`src/core/scg_defines.svh`:
```
// register offsets, reset values and field positions of the clock gate block
`ifndef SCG_DEFINES_SVH
`define SCG_DEFINES_SVH

`define SCG_ADDR_W 8
`define SCG_DATA_W 32

`define SCG_OFF_AWAKE_LO 8'ha0
`define SCG_OFF_AWAKE_HI 8'ha4
`define SCG_OFF_SLEEP_LO 8'ha8
`define SCG_OFF_SLEEP_HI 8'hac
`define SCG_OFF_ACTIVE_LO 8'hb0
`define SCG_OFF_ACTIVE_HI 8'hb4
`define SCG_OFF_IRQ_RAW 8'hb8
`define SCG_OFF_IRQ_MASK 8'hbc
`define SCG_OFF_IRQ_FORCE 8'hc0
`define SCG_OFF_IRQ_STATUS 8'hc4

`define SCG_LO_W 32
`define SCG_HI_W 15
`define SCG_GATE_W 47

`define SCG_GATE_LO_RST 32'hffffffff
`define SCG_GATE_HI_RST 15'h7fff
`define SCG_ACTIVE_RST 47'h0
`define SCG_IRQ_BIT_RST 1'h0

`define SCG_IRQ_BIT 0

`endif

```
`src/core/scg_pkg.sv`:
```
// types of the clock gate block
package scg_pkg;

   // phase of an apb access
   typedef enum logic [1:0] {
      SCG_APB_WAIT = 2'b01,
      SCG_APB_DONE = 2'b10
   } scg_apb_st_t;

endpackage

```
`src/core/scg_gate_bank.sv`:
```
// per-consumer selection of the running clock enable
`timescale 1ns/1ns
`include "scg_defines.svh"

module scg_gate_bank #(
   parameter int WIDTH = `SCG_GATE_W
) (
   // clock and reset
   input wire logic clk_sys,
   input wire logic reset,
   // mode and enables
   input wire logic chip_asleep,
   input wire logic [WIDTH-1:0] awake_gates,
   input wire logic [WIDTH-1:0] sleep_gates,
   // current enables
   output logic [WIDTH-1:0] active_reg
);

   genvar i;
   generate
      for (i = 0; i < WIDTH; i++) begin : g_bit
         always_ff @(posedge clk_sys) begin
            if (reset) begin
               active_reg[i] <= 1'b0;
            end else if (chip_asleep) begin
               active_reg[i] <= sleep_gates[i];
            end else begin
               active_reg[i] <= awake_gates[i];
            end
         end
      end
   endgenerate

endmodule

```
`src/core/scg_irq.sv`:
```
// recovery interrupt: raw sticky bit, enable, force and status
`timescale 1ns/1ns
`include "scg_defines.svh"

module scg_irq (
   // clock and reset
   input wire logic clk_sys,
   input wire logic reset,
   // event and software controls
   input wire logic recovery_event,
   input wire logic raw_clear,
   input wire logic mask_bit,
   input wire logic force_bit,
   // state
   output logic raw_reg,
   output logic status,
   output logic irq_reg
);

   logic irq_next;

   // sticky; a new event beats a clear in the same cycle
   always_ff @(posedge clk_sys) begin
      if (reset) begin
         raw_reg <= `SCG_IRQ_BIT_RST;
      end else if (recovery_event) begin
         raw_reg <= 1'b1;
      end else if (raw_clear) begin
         raw_reg <= 1'b0;
      end
   end

   assign status = (raw_reg & mask_bit) | force_bit;
   assign irq_next = status;

   always_ff @(posedge clk_sys) begin
      if (reset) begin
         irq_reg <= 1'b0;
      end else begin
         irq_reg <= irq_next;
      end
   end

endmodule

```
`src/core/scg_top.sv`:
```
// clock gate control with apb registers and recovery interrupt
// Function
// sleep enable bit per consumer, resets one
// read-only current enable bits, reset zero
// raw recovery event in bit zero
// interrupt enable bit zero, resets zero
// force bit asserts interrupt regardless
// status is raw and enable, or force
// awake enable registers, same layout, reset one
// current enable follows awake or sleep set
`timescale 1ns/1ns
`include "scg_defines.svh"

module scg_top (
   // clock and reset
   input wire logic clk_sys,
   input wire logic reset,
   // apb slave
   input wire logic psel,
   input wire logic penable,
   input wire logic pwrite,
   input wire logic [`SCG_ADDR_W-1:0] paddr,
   input wire logic [`SCG_DATA_W-1:0] pwdata,
   output logic [`SCG_DATA_W-1:0] prdata,
   output logic pready,
   output logic pslverr,
   // chip power state and events
   input wire logic chip_asleep,
   input wire logic system_clock_recovery_event,
   // gated clock enables to consumers
   output logic [`SCG_GATE_W-1:0] gate_enable,
   // interrupt
   output logic irq
);

   scg_pkg::scg_apb_st_t apb_st_reg;
   scg_pkg::scg_apb_st_t apb_st_next;
   logic [`SCG_LO_W-1:0] awake_gate_lower_reg;
   logic [`SCG_HI_W-1:0] awake_gate_upper_reg;
   logic [`SCG_LO_W-1:0] sleep_gate_lower_reg;
   logic [`SCG_HI_W-1:0] sleep_gate_upper_reg;
   logic irq_mask_reg;
   logic irq_force_reg;
   logic irq_raw;
   logic irq_status;
   logic irq_line;
   logic [`SCG_GATE_W-1:0] active_gates;
   logic [`SCG_DATA_W-1:0] rd_data;
   logic rd_hit;
   logic access;
   logic wr_fire;
   logic raw_clear;

   // access phase: first cycle prepares answer, second completes
   assign access = psel & penable;
   assign wr_fire = access & pwrite & (apb_st_reg == scg_pkg::SCG_APB_DONE);

   always_comb begin
      apb_st_next = apb_st_reg;
      case (apb_st_reg)
         scg_pkg::SCG_APB_WAIT: begin
            if (access) begin
               apb_st_next = scg_pkg::SCG_APB_DONE;
            end
         end
         scg_pkg::SCG_APB_DONE: begin
            apb_st_next = scg_pkg::SCG_APB_WAIT;
         end
         default: begin
            apb_st_next = scg_pkg::SCG_APB_WAIT;
         end
      endcase
   end

   always_ff @(posedge clk_sys) begin
      if (reset) begin
         apb_st_reg <= scg_pkg::SCG_APB_WAIT;
      end else begin
         apb_st_reg <= apb_st_next;
      end
   end

   // read decode
   always_comb begin
      rd_data = '0;
      rd_hit = 1'b1;
      case (paddr)
         `SCG_OFF_AWAKE_LO: begin
            rd_data = awake_gate_lower_reg;
         end
         `SCG_OFF_AWAKE_HI: begin
            rd_data = {17'h0, awake_gate_upper_reg};
         end
         `SCG_OFF_SLEEP_LO: begin
            rd_data = sleep_gate_lower_reg;
         end
         `SCG_OFF_SLEEP_HI: begin
            rd_data = {17'h0, sleep_gate_upper_reg};
         end
         `SCG_OFF_ACTIVE_LO: begin
            rd_data = active_gates[`SCG_LO_W-1:0];
         end
         `SCG_OFF_ACTIVE_HI: begin
            rd_data = {17'h0, active_gates[`SCG_GATE_W-1:`SCG_LO_W]};
         end
         `SCG_OFF_IRQ_RAW: begin
            rd_data[`SCG_IRQ_BIT] = irq_raw;
         end
         `SCG_OFF_IRQ_MASK: begin
            rd_data[`SCG_IRQ_BIT] = irq_mask_reg;
         end
         `SCG_OFF_IRQ_FORCE: begin
            rd_data[`SCG_IRQ_BIT] = irq_force_reg;
         end
         `SCG_OFF_IRQ_STATUS: begin
            rd_data[`SCG_IRQ_BIT] = irq_status;
         end
         default: begin
            rd_hit = 1'b0;
         end
      endcase
   end

   // answer registered on the first access cycle
   always_ff @(posedge clk_sys) begin
      if (reset) begin
         pready <= 1'b0;
         prdata <= '0;
         pslverr <= 1'b0;
      end else if (access & (apb_st_reg == scg_pkg::SCG_APB_WAIT)) begin
         pready <= 1'b1;
         prdata <= pwrite ? '0 : rd_data;
         pslverr <= ~rd_hit;
      end else begin
         pready <= 1'b0;
         prdata <= '0;
         pslverr <= 1'b0;
      end
   end

   // awake gate registers
   always_ff @(posedge clk_sys) begin
      if (reset) begin
         awake_gate_lower_reg <= `SCG_GATE_LO_RST;
         awake_gate_upper_reg <= `SCG_GATE_HI_RST;
      end else if (wr_fire) begin
         if (paddr == `SCG_OFF_AWAKE_LO) begin
            awake_gate_lower_reg <= pwdata;
         end
         if (paddr == `SCG_OFF_AWAKE_HI) begin
            awake_gate_upper_reg <= pwdata[`SCG_HI_W-1:0];
         end
      end
   end

   // sleep gate registers
   always_ff @(posedge clk_sys) begin
      if (reset) begin
         sleep_gate_lower_reg <= `SCG_GATE_LO_RST;
         sleep_gate_upper_reg <= `SCG_GATE_HI_RST;
      end else if (wr_fire) begin
         if (paddr == `SCG_OFF_SLEEP_LO) begin
            sleep_gate_lower_reg <= pwdata;
         end
         if (paddr == `SCG_OFF_SLEEP_HI) begin
            sleep_gate_upper_reg <= pwdata[`SCG_HI_W-1:0];
         end
      end
   end

   // interrupt enable and force
   always_ff @(posedge clk_sys) begin
      if (reset) begin
         irq_mask_reg <= `SCG_IRQ_BIT_RST;
         irq_force_reg <= `SCG_IRQ_BIT_RST;
      end else if (wr_fire) begin
         if (paddr == `SCG_OFF_IRQ_MASK) begin
            irq_mask_reg <= pwdata[`SCG_IRQ_BIT];
         end
         if (paddr == `SCG_OFF_IRQ_FORCE) begin
            irq_force_reg <= pwdata[`SCG_IRQ_BIT];
         end
      end
   end

   // write one to raw bit clears it
   assign raw_clear = wr_fire & (paddr == `SCG_OFF_IRQ_RAW) &
                      pwdata[`SCG_IRQ_BIT];

   scg_irq u_irq (
      .clk_sys(clk_sys),
      .reset(reset),
      .recovery_event(system_clock_recovery_event),
      .raw_clear(raw_clear),
      .mask_bit(irq_mask_reg),
      .force_bit(irq_force_reg),
      .raw_reg(irq_raw),
      .status(irq_status),
      .irq_reg(irq_line)
   );

   scg_gate_bank #(
      .WIDTH(`SCG_GATE_W)
   ) u_bank (
      .clk_sys(clk_sys),
      .reset(reset),
      .chip_asleep(chip_asleep),
      .awake_gates({awake_gate_upper_reg, awake_gate_lower_reg}),
      .sleep_gates({sleep_gate_upper_reg, sleep_gate_lower_reg}),
      .active_reg(active_gates)
   );

   assign gate_enable = active_gates;
   assign irq = irq_line;

endmodule

```
`config.mk`:
```
export PLATFORM = sky130hd
export DESIGN_NAME = scg_top
export DESIGN_NICKNAME = d
export VERILOG_FILES = /design/src/core/scg_pkg.sv /design/src/core/scg_gate_bank.sv /design/src/core/scg_irq.sv /design/src/core/scg_top.sv
export VERILOG_INCLUDE_DIRS = /design/src /design/src/core
export SDC_FILE = /design/constraint.sdc
export NUM_CORES = 1
export LEC_CHECK = 0
export BUFFER_PORTS_ARGS = -buffer_cell sky130_fd_sc_hd__clkbuf_2
export CORE_MARGIN = 3
export CORE_UTILIZATION = 60
export DETAILED_ROUTE_END_ITERATION = 8
export PLACE_DENSITY = 0.85
export REMOVE_ABC_BUFFERS = 1
export SETUP_SLACK_MARGIN = 0.05
export SLEW_MARGIN = 10
export SYNTH_ARGS = -nofsm -noshare
export SYNTH_HDL_FRONTEND = slang
export SYNTH_HIERARCHICAL = 1
export SYNTH_SLANG_ARGS = --single-unit
```
`constraint.sdc`:
```
create_clock -name clk_sys -period 3.7 [get_ports clk_sys]
set_input_delay 0.74 -clock clk_sys [delete_from_list [all_inputs] [get_ports clk_sys]]
set_output_delay 0.74 -clock clk_sys [all_outputs]
set_load 0.05 [all_outputs]
```
==> impl_metrics.toml, run 1 <==
[power_and_ir_drop]
p_per_area_nw_per_um2 = 464
leakagePower_nw = 3.60
vdd_drop_max_mv = 0.369

[placement]
place_inst = 960
port_buffers = 128
routabilityCongestion = 0.954
post-dp-hpwl_mm = 12.6

[clock_tree]
cts_tree = "built"
clock_sinks = 181
h-tree-depth = 4
cts_setup_buffers = 0
clk_latency_ns = 0.43
ctsResizeCount = 0
numCtsBuffers = 17
cts.clk_slew.worst_paths_ns = 0.06
clockRootBuffer = "clkbuf_16"
clk_path_buf_depth = 2
hold_buffers = 0

[finish]
stdcell_count = 991
n_antenna_cell = 0
syn_to_final_growth_pct = 16.1
largest_register_ffs = 47
drive_gt1_share_pct = 23.2
final_nets = 883
fillCellCount = 823

[outcome]
status = "complete, no violations"

[floorplanning]
start_util_pct = 63.0
die_area_sq_um = 13700
die_w_um = 117
rows = 39
design.core.area_sq_um = 11700
fp.dieH_um = 117
ioPinCount = 129

[drt]
routed_wl_mm = 19.6
wl_per_cell_um = 19.8
detail_route.vias_per_cell = 6.15
ant_nets = 0
drt_first_pass_iters = 7
vias = 6092
drc = 0
drtIter0Drc = 577

[synthesis]
syn_area_sq_um = 7380
avgSynthCellArea_sq_um = 10.1
ys_ff_latch = 181
synth_warnings = 6
synthCells = 728
ys_types = 46
seq_area_frac_synth_pct = 49.1

[setup_path]
critPathBufInv = 2
critPathTopFamily = "simple AND/OR/NAND/NOR gates"
critPathRequiredTime_ns = 4.02
cp_slowest_cell = "nor2b_1"
cp-start-kind = "input port"
worstSetupPathType = "in2reg"
critical_path.max_fanout = 22
cp.arrival_ns = 2.62
critPathCaptureType = "register"
worstPathCellList = "clkbuf_2 -> buf_4 -> nor2b_1 -> and2_1 -> o211ai_1 -> a311oi_1"
slowest_delay_ns = 0.84

[global_route]
grt_overflow_total = 0
grt_max_degree = 53
grt_usage_pct = 28.9
grt_antenna_before_repair = 0
grt_pass1_vias = 5996
grt_pass1_wl_mm = 30.6

[timing]
maxSlewHeadroom_pct = 30.2
rsz0062_at_grt = "no"
post-route-min-period_ns = 2.30
timing.fmax_mhz = 435
final_max_slew_viol_count = 0
fin_crit_sh_pct = 62.1
worst_clock_skew_ns = 0.0108
tns_ns = 0
hold_viol_final = 0
setup_viol = 0
worstMarginPinSlew_ns = 1.05

[worst_hold_path]
worstHoldPathType = "reg2reg"

[job]
max_cap_violations = 0
[tightest hold or removal path, delay by kind of cell, from the launching register on]
family	cells	cell delay [ns]
flip-flops	1	0.32
AND/OR/NAND/NOR	2	0.12
[final timing paths]
| path | start | to | slack [ns] | depth (start not counted) |
|---|---|---|---|---|
| worst max-delay path | paddr[2] | prdata[0] | 1.40 | 6 |
| worst min-delay path | sleep_gate_upper_reg[11] | sleep_gate_upper_reg[11] | 0.49 | 2 |
| worst max register to register | apb_st_reg[0] | sleep_gate_lower_reg[23] | 1.57 | 5 |
| worst min register to register | sleep_gate_upper_reg[11] | sleep_gate_upper_reg[11] | 0.49 | 2 |
[cells in the mapped netlist (all sizes together)]
master / instances / area, sq um
mux2i: 136 / 1360
a22o: 27 / 236
or4b: 1 / 10.0
a21o: 1 / 7.51
and3b: 1 / 8.76
a222oi: 3 / 30.0
nor4bb: 2 / 20.0
and4bb: 1 / 12.5
and4b: 2 / 20.0
inv: 8 / 30.0
and2: 7 / 43.8
a32o: 1 / 10.0
nor2b: 6 / 45.0
buf: 33 / 263
nor4b: 3 / 41.3
a22oi: 26 / 195
a31oi: 1 / 6.26
nor3: 3 / 15.0
a311oi: 1 / 8.76
nand3: 31 / 155
mux2: 10 / 113
mux4: 5 / 113
and4: 4 / 35.0
o2bb2ai: 6 / 52.6
nand2b: 1 / 6.26
nor4: 2 / 18.8
nor2: 74 / 278
nand3b: 1 / 7.51
a31o: 1 / 8.76
a21oi: 11 / 55.1
nand4: 4 / 31.3
nand2: 105 / 394
and3: 3 / 18.8
clkbuf: 24 / 90.1
o211ai: 2 / 15.0
dfxtp: 181 / 3620
[power by group]
part | internal [mW] | switching [mW]
combinational | 0.101 | 0.240
clock | 0.941 | 0.696
sequential | 1.98 | 0.0182
total | 3.02 | 0.954
[metal layers]
layer | global-route usage, % | up-vias | wire (um)
met5 | 0 | - | 0
met4 | 11.9 | 0 | 317
met3 | 6.63 | 32 | 1740
met2 | 47.5 | 342 | 9480
met1 | 36.7 | 2948 | 8090
li1 | - | 2770 | -
[layout make-up]
type / count / area, sq um / area share (%)
clock inverter: 4 / 20.0 / 0.234
timing repair buffer: 146 / 813 / 9.49
inverter: 8 / 30.0 / 0.350
sequential: 181 / 3620 / 42.3
tap: 143 / 179 / 2.09
clock buffer: 27 / 513 / 5.99
multi-input combinational: 482 / 3390 / 39.6
[logic make-up after synthesis]
kind of cell    Yosys count  share of synthesized area, %
simple gates            251                          15.7
flops                   181                          49.1
mux                     151                          21.5
compound gates           80                          8.48
buf+inv                  65                          5.19
[cell usage in the layout, fill, tap and decap left out, drive strengths merged, types with 2 or more instances in the layout]
cell and n:
and3 3, a222oi 3, nand2 105, nor2 74, o2bb2ai 6, nor4b 3
a22o 27, a22oi 26, nand4 4, and4b 2, a21oi 11, mux4 5
nor4 2, buf 19, clkbuf 154, inv 8, nor4bb 2, dfxtp 181
clkinv 4, nor2b 6, nand3 31, mux2 10, o211ai 2, and2 7
nor3 3, and4 4, mux2i 136
[metrics by stage]
stage	hold WS, ns	instance area (sq um)	setup WS [ns]	total power [mW]	utilization (%)
after global routing	0.515	8570	1.34	4.08	73.2
after floorplan	0.445	7030	0.119	2.23	-
after global placement	0.453	8040	1.08	2.37	68.6
final	0.494	8570	1.40	3.98	73.2
after CTS	0.487	8570	1.46	3.99	73.2
after detailed placement	0.479	8040	1.03	2.38	68.6
(Power assumes the default switching activity.)
==> inputs of run 2 (changes only) <==
--- a/config.mk
+++ b/config.mk
@@ -8,9 +8,9 @@
 export LEC_CHECK = 0
 export BUFFER_PORTS_ARGS = -buffer_cell sky130_fd_sc_hd__clkbuf_2
 export CORE_MARGIN = 3
-export CORE_UTILIZATION = 60
+export CORE_UTILIZATION = 56
 export DETAILED_ROUTE_END_ITERATION = 8
-export PLACE_DENSITY = 0.85
+export PLACE_DENSITY = 0.8
 export REMOVE_ABC_BUFFERS = 1
 export SETUP_SLACK_MARGIN = 0.05
 export SLEW_MARGIN = 10
==> constraint.sdc (replaced) <==
create_clock -name clk_sys -period 2.25 [get_ports clk_sys]
set_input_delay 0.45 -clock clk_sys [delete_from_list [all_inputs] [get_ports clk_sys]]
set_output_delay 0.45 -clock clk_sys [all_outputs]
set_load 0.05 [all_outputs]
==> impl_metrics.toml, run 2 (same netlist as run 1, synthesis figures left out) <==
[finish]
drive_gt1_share_pct = 25.2
largest_register_ffs = 47
layout_common_cells = "181 x dfxtp_1, 136 x mux2i_1, 127 x clkbuf_2"
syn_to_final_growth_pct = 19.8
final_nets = 898
n_antenna_cell = 0
layout_commonest_cell = "dfxtp_1"

[clock_tree]
cts.clk_slew.worst_paths_ns = 0.07
clk_path_buf_depth = 2
clk_latency_ns = 0.44
cts_tree = "built"
hold_buffers = 0
numCtsBuffers = 17
h-tree-depth = 4
ctsResizeCount = 0
cts_setup_buffers = 0
clockRootBuffer = "clkbuf_16"
clock_sinks = 181

[setup_path]
critPathBufInv = 1
critical_path.max_fanout = 13
cp_slowest_cell = "and4b_1"
worstPathCellList = "and4b_1 -> and4_2 -> buf_4 -> mux2i_1 -> nand2_1"
timing.rr.end = "awake_gate_lower_reg[24]"
cp.arrival_ns = 2.03
rrSetupSlack_ns = 0.54
critPathCaptureType = "register"
crit_start = "apb_st_reg[0]"
critPathRequiredTime_ns = 2.57
slowest_delay_ns = 0.38
r2r_start = "apb_st_reg[0]"
cp-start-kind = "register"
critPathTopFamily = "simple AND/OR/NAND/NOR gates"
worstSetupPathType = "reg2reg"
ff2ff_path_depth = 5

[floorplanning]
ioPinCount = 129
fp.dieH_um = 121
rows = 41
die_w_um = 121
design.core.area_sq_um = 12800
start_util_pct = 57.8
die_area_sq_um = 14600

[global_route]
grt_usage_pct = 27.5
grt_pass1_wl_mm = 31.4
grt_pass1_vias = 6230
grt_antenna_before_repair = 0
grt_max_degree = 59
grt_overflow_total = 0

[drt]
drc = 0
wl_per_cell_um = 18.7
detail_route.vias_per_cell = 5.83
vias = 6035
drtIter0Drc = 529
ant_nets = 0
drt_first_pass_iters = 5
routed_wl_mm = 19.4

[worst_hold_path]
worstHoldPathType = "in2reg"
worstHoldEndpoint = "awake_gate_lower_reg[16]"
whs_path_depth = 3
holdCritStartpoint = "pwdata[16]"

[timing]
worstMarginPinSlew_ns = 0.646
setup_viol = 0
tns_ns = 0
worst_clock_skew_ns = 0.00792
maxSlewHeadroom_pct = 56.9
fin_crit_sh_pct = 76.1
rsz0062_at_grt = "no"
timing.fmax_mhz = 584
hold_viol_final = 0
final_max_slew_viol_count = 0
post-route-min-period_ns = 1.71

[power_and_ir_drop]
p_per_area_nw_per_um2 = 793
vdd_drop_max_mv = 0.542
leakagePower_nw = 3.71
power_mw = 7.01

[placement]
routabilityCongestion = 0.897
post-dp-hpwl_mm = 12.9
port_buffers = 128

[job]
max_cap_violations = 0

[outcome]
status = "complete, no violations"
-- run 2: changes by cell type in the layout (fill, tap and decap cells not counted), sizes merged --
cell / before / now
bufinv: 0 / 4
clkinv: 4 / 5
clkbuf: 154 / 145
buf: 19 / 34
clkinvlp: 0 / 3
inv: 8 / 10
-- run 2: layer usage --
layer / global-route usage (%) / vias to the layer above / routed length (um)
met5: 0 / - / 0
met2: 45.2 / 302 / 9170
met4: 14.2 / 0 / 718
li1: - / 2802 / -
met1: 33.1 / 2868 / 7920
met3: 7.53 / 63 / 1610
-- run 2: worst max path at each step --
stage / endpoint / depth (start not counted)
after floorplan: awake_gate_lower_reg[0] / 4
after global placement: awake_gate_lower_reg[14] / 6
after detailed placement: awake_gate_lower_reg[3] / 6
after CTS: awake_gate_lower_reg[24] / 5
after global routing: awake_gate_lower_reg[20] / 5
final: awake_gate_lower_reg[24] / 5
-- run 2: final cells by class --
cell class	count	area, sq um
fill	979	3940
timing repair buffer	161	938
inverter	8	30.0
clock buffer	18	439
sequential	181	3620
tap	172	215
multi-input combinational	482	3390
clock inverter	14	200
-- run 2: power by group --
group / total [mW] / switching (mW) / internal (mW) / leakage (nW)
Clock: 3.16 / 1.26 / 1.90 / 0.303
Sequential: 3.28 / 0.0289 / 3.25 / 1.48
Combinational: 0.564 / 0.391 / 0.172 / 1.93
-- run 2: worst min-delay path, delay by kind of cell --
kind / cells / cell delay, ns
muxes: 1 / 0.06
and+or+nand+nor: 1 / 0.05
buffers and inverters: 1 / 0.09
-- run 2: per-stage QoR --
stage / worst slack [ns] / instance area [sq um] / hold slack, ns / cells / utilization, %
floorplan: -1.04 / 7030 / 0.445 / 671 / -
finish: 0.539 / 8840 / 0.254 / 1036 / 69.2
global placement: 0.304 / 8200 / 0.455 / 1004 / 64.2
global route: 0.414 / 8840 / 0.255 / 1036 / 69.2
CTS: 0.544 / 8840 / 0.245 / 1036 / 69.2
detailed placement: 0.230 / 8200 / 0.458 / 1004 / 64.2
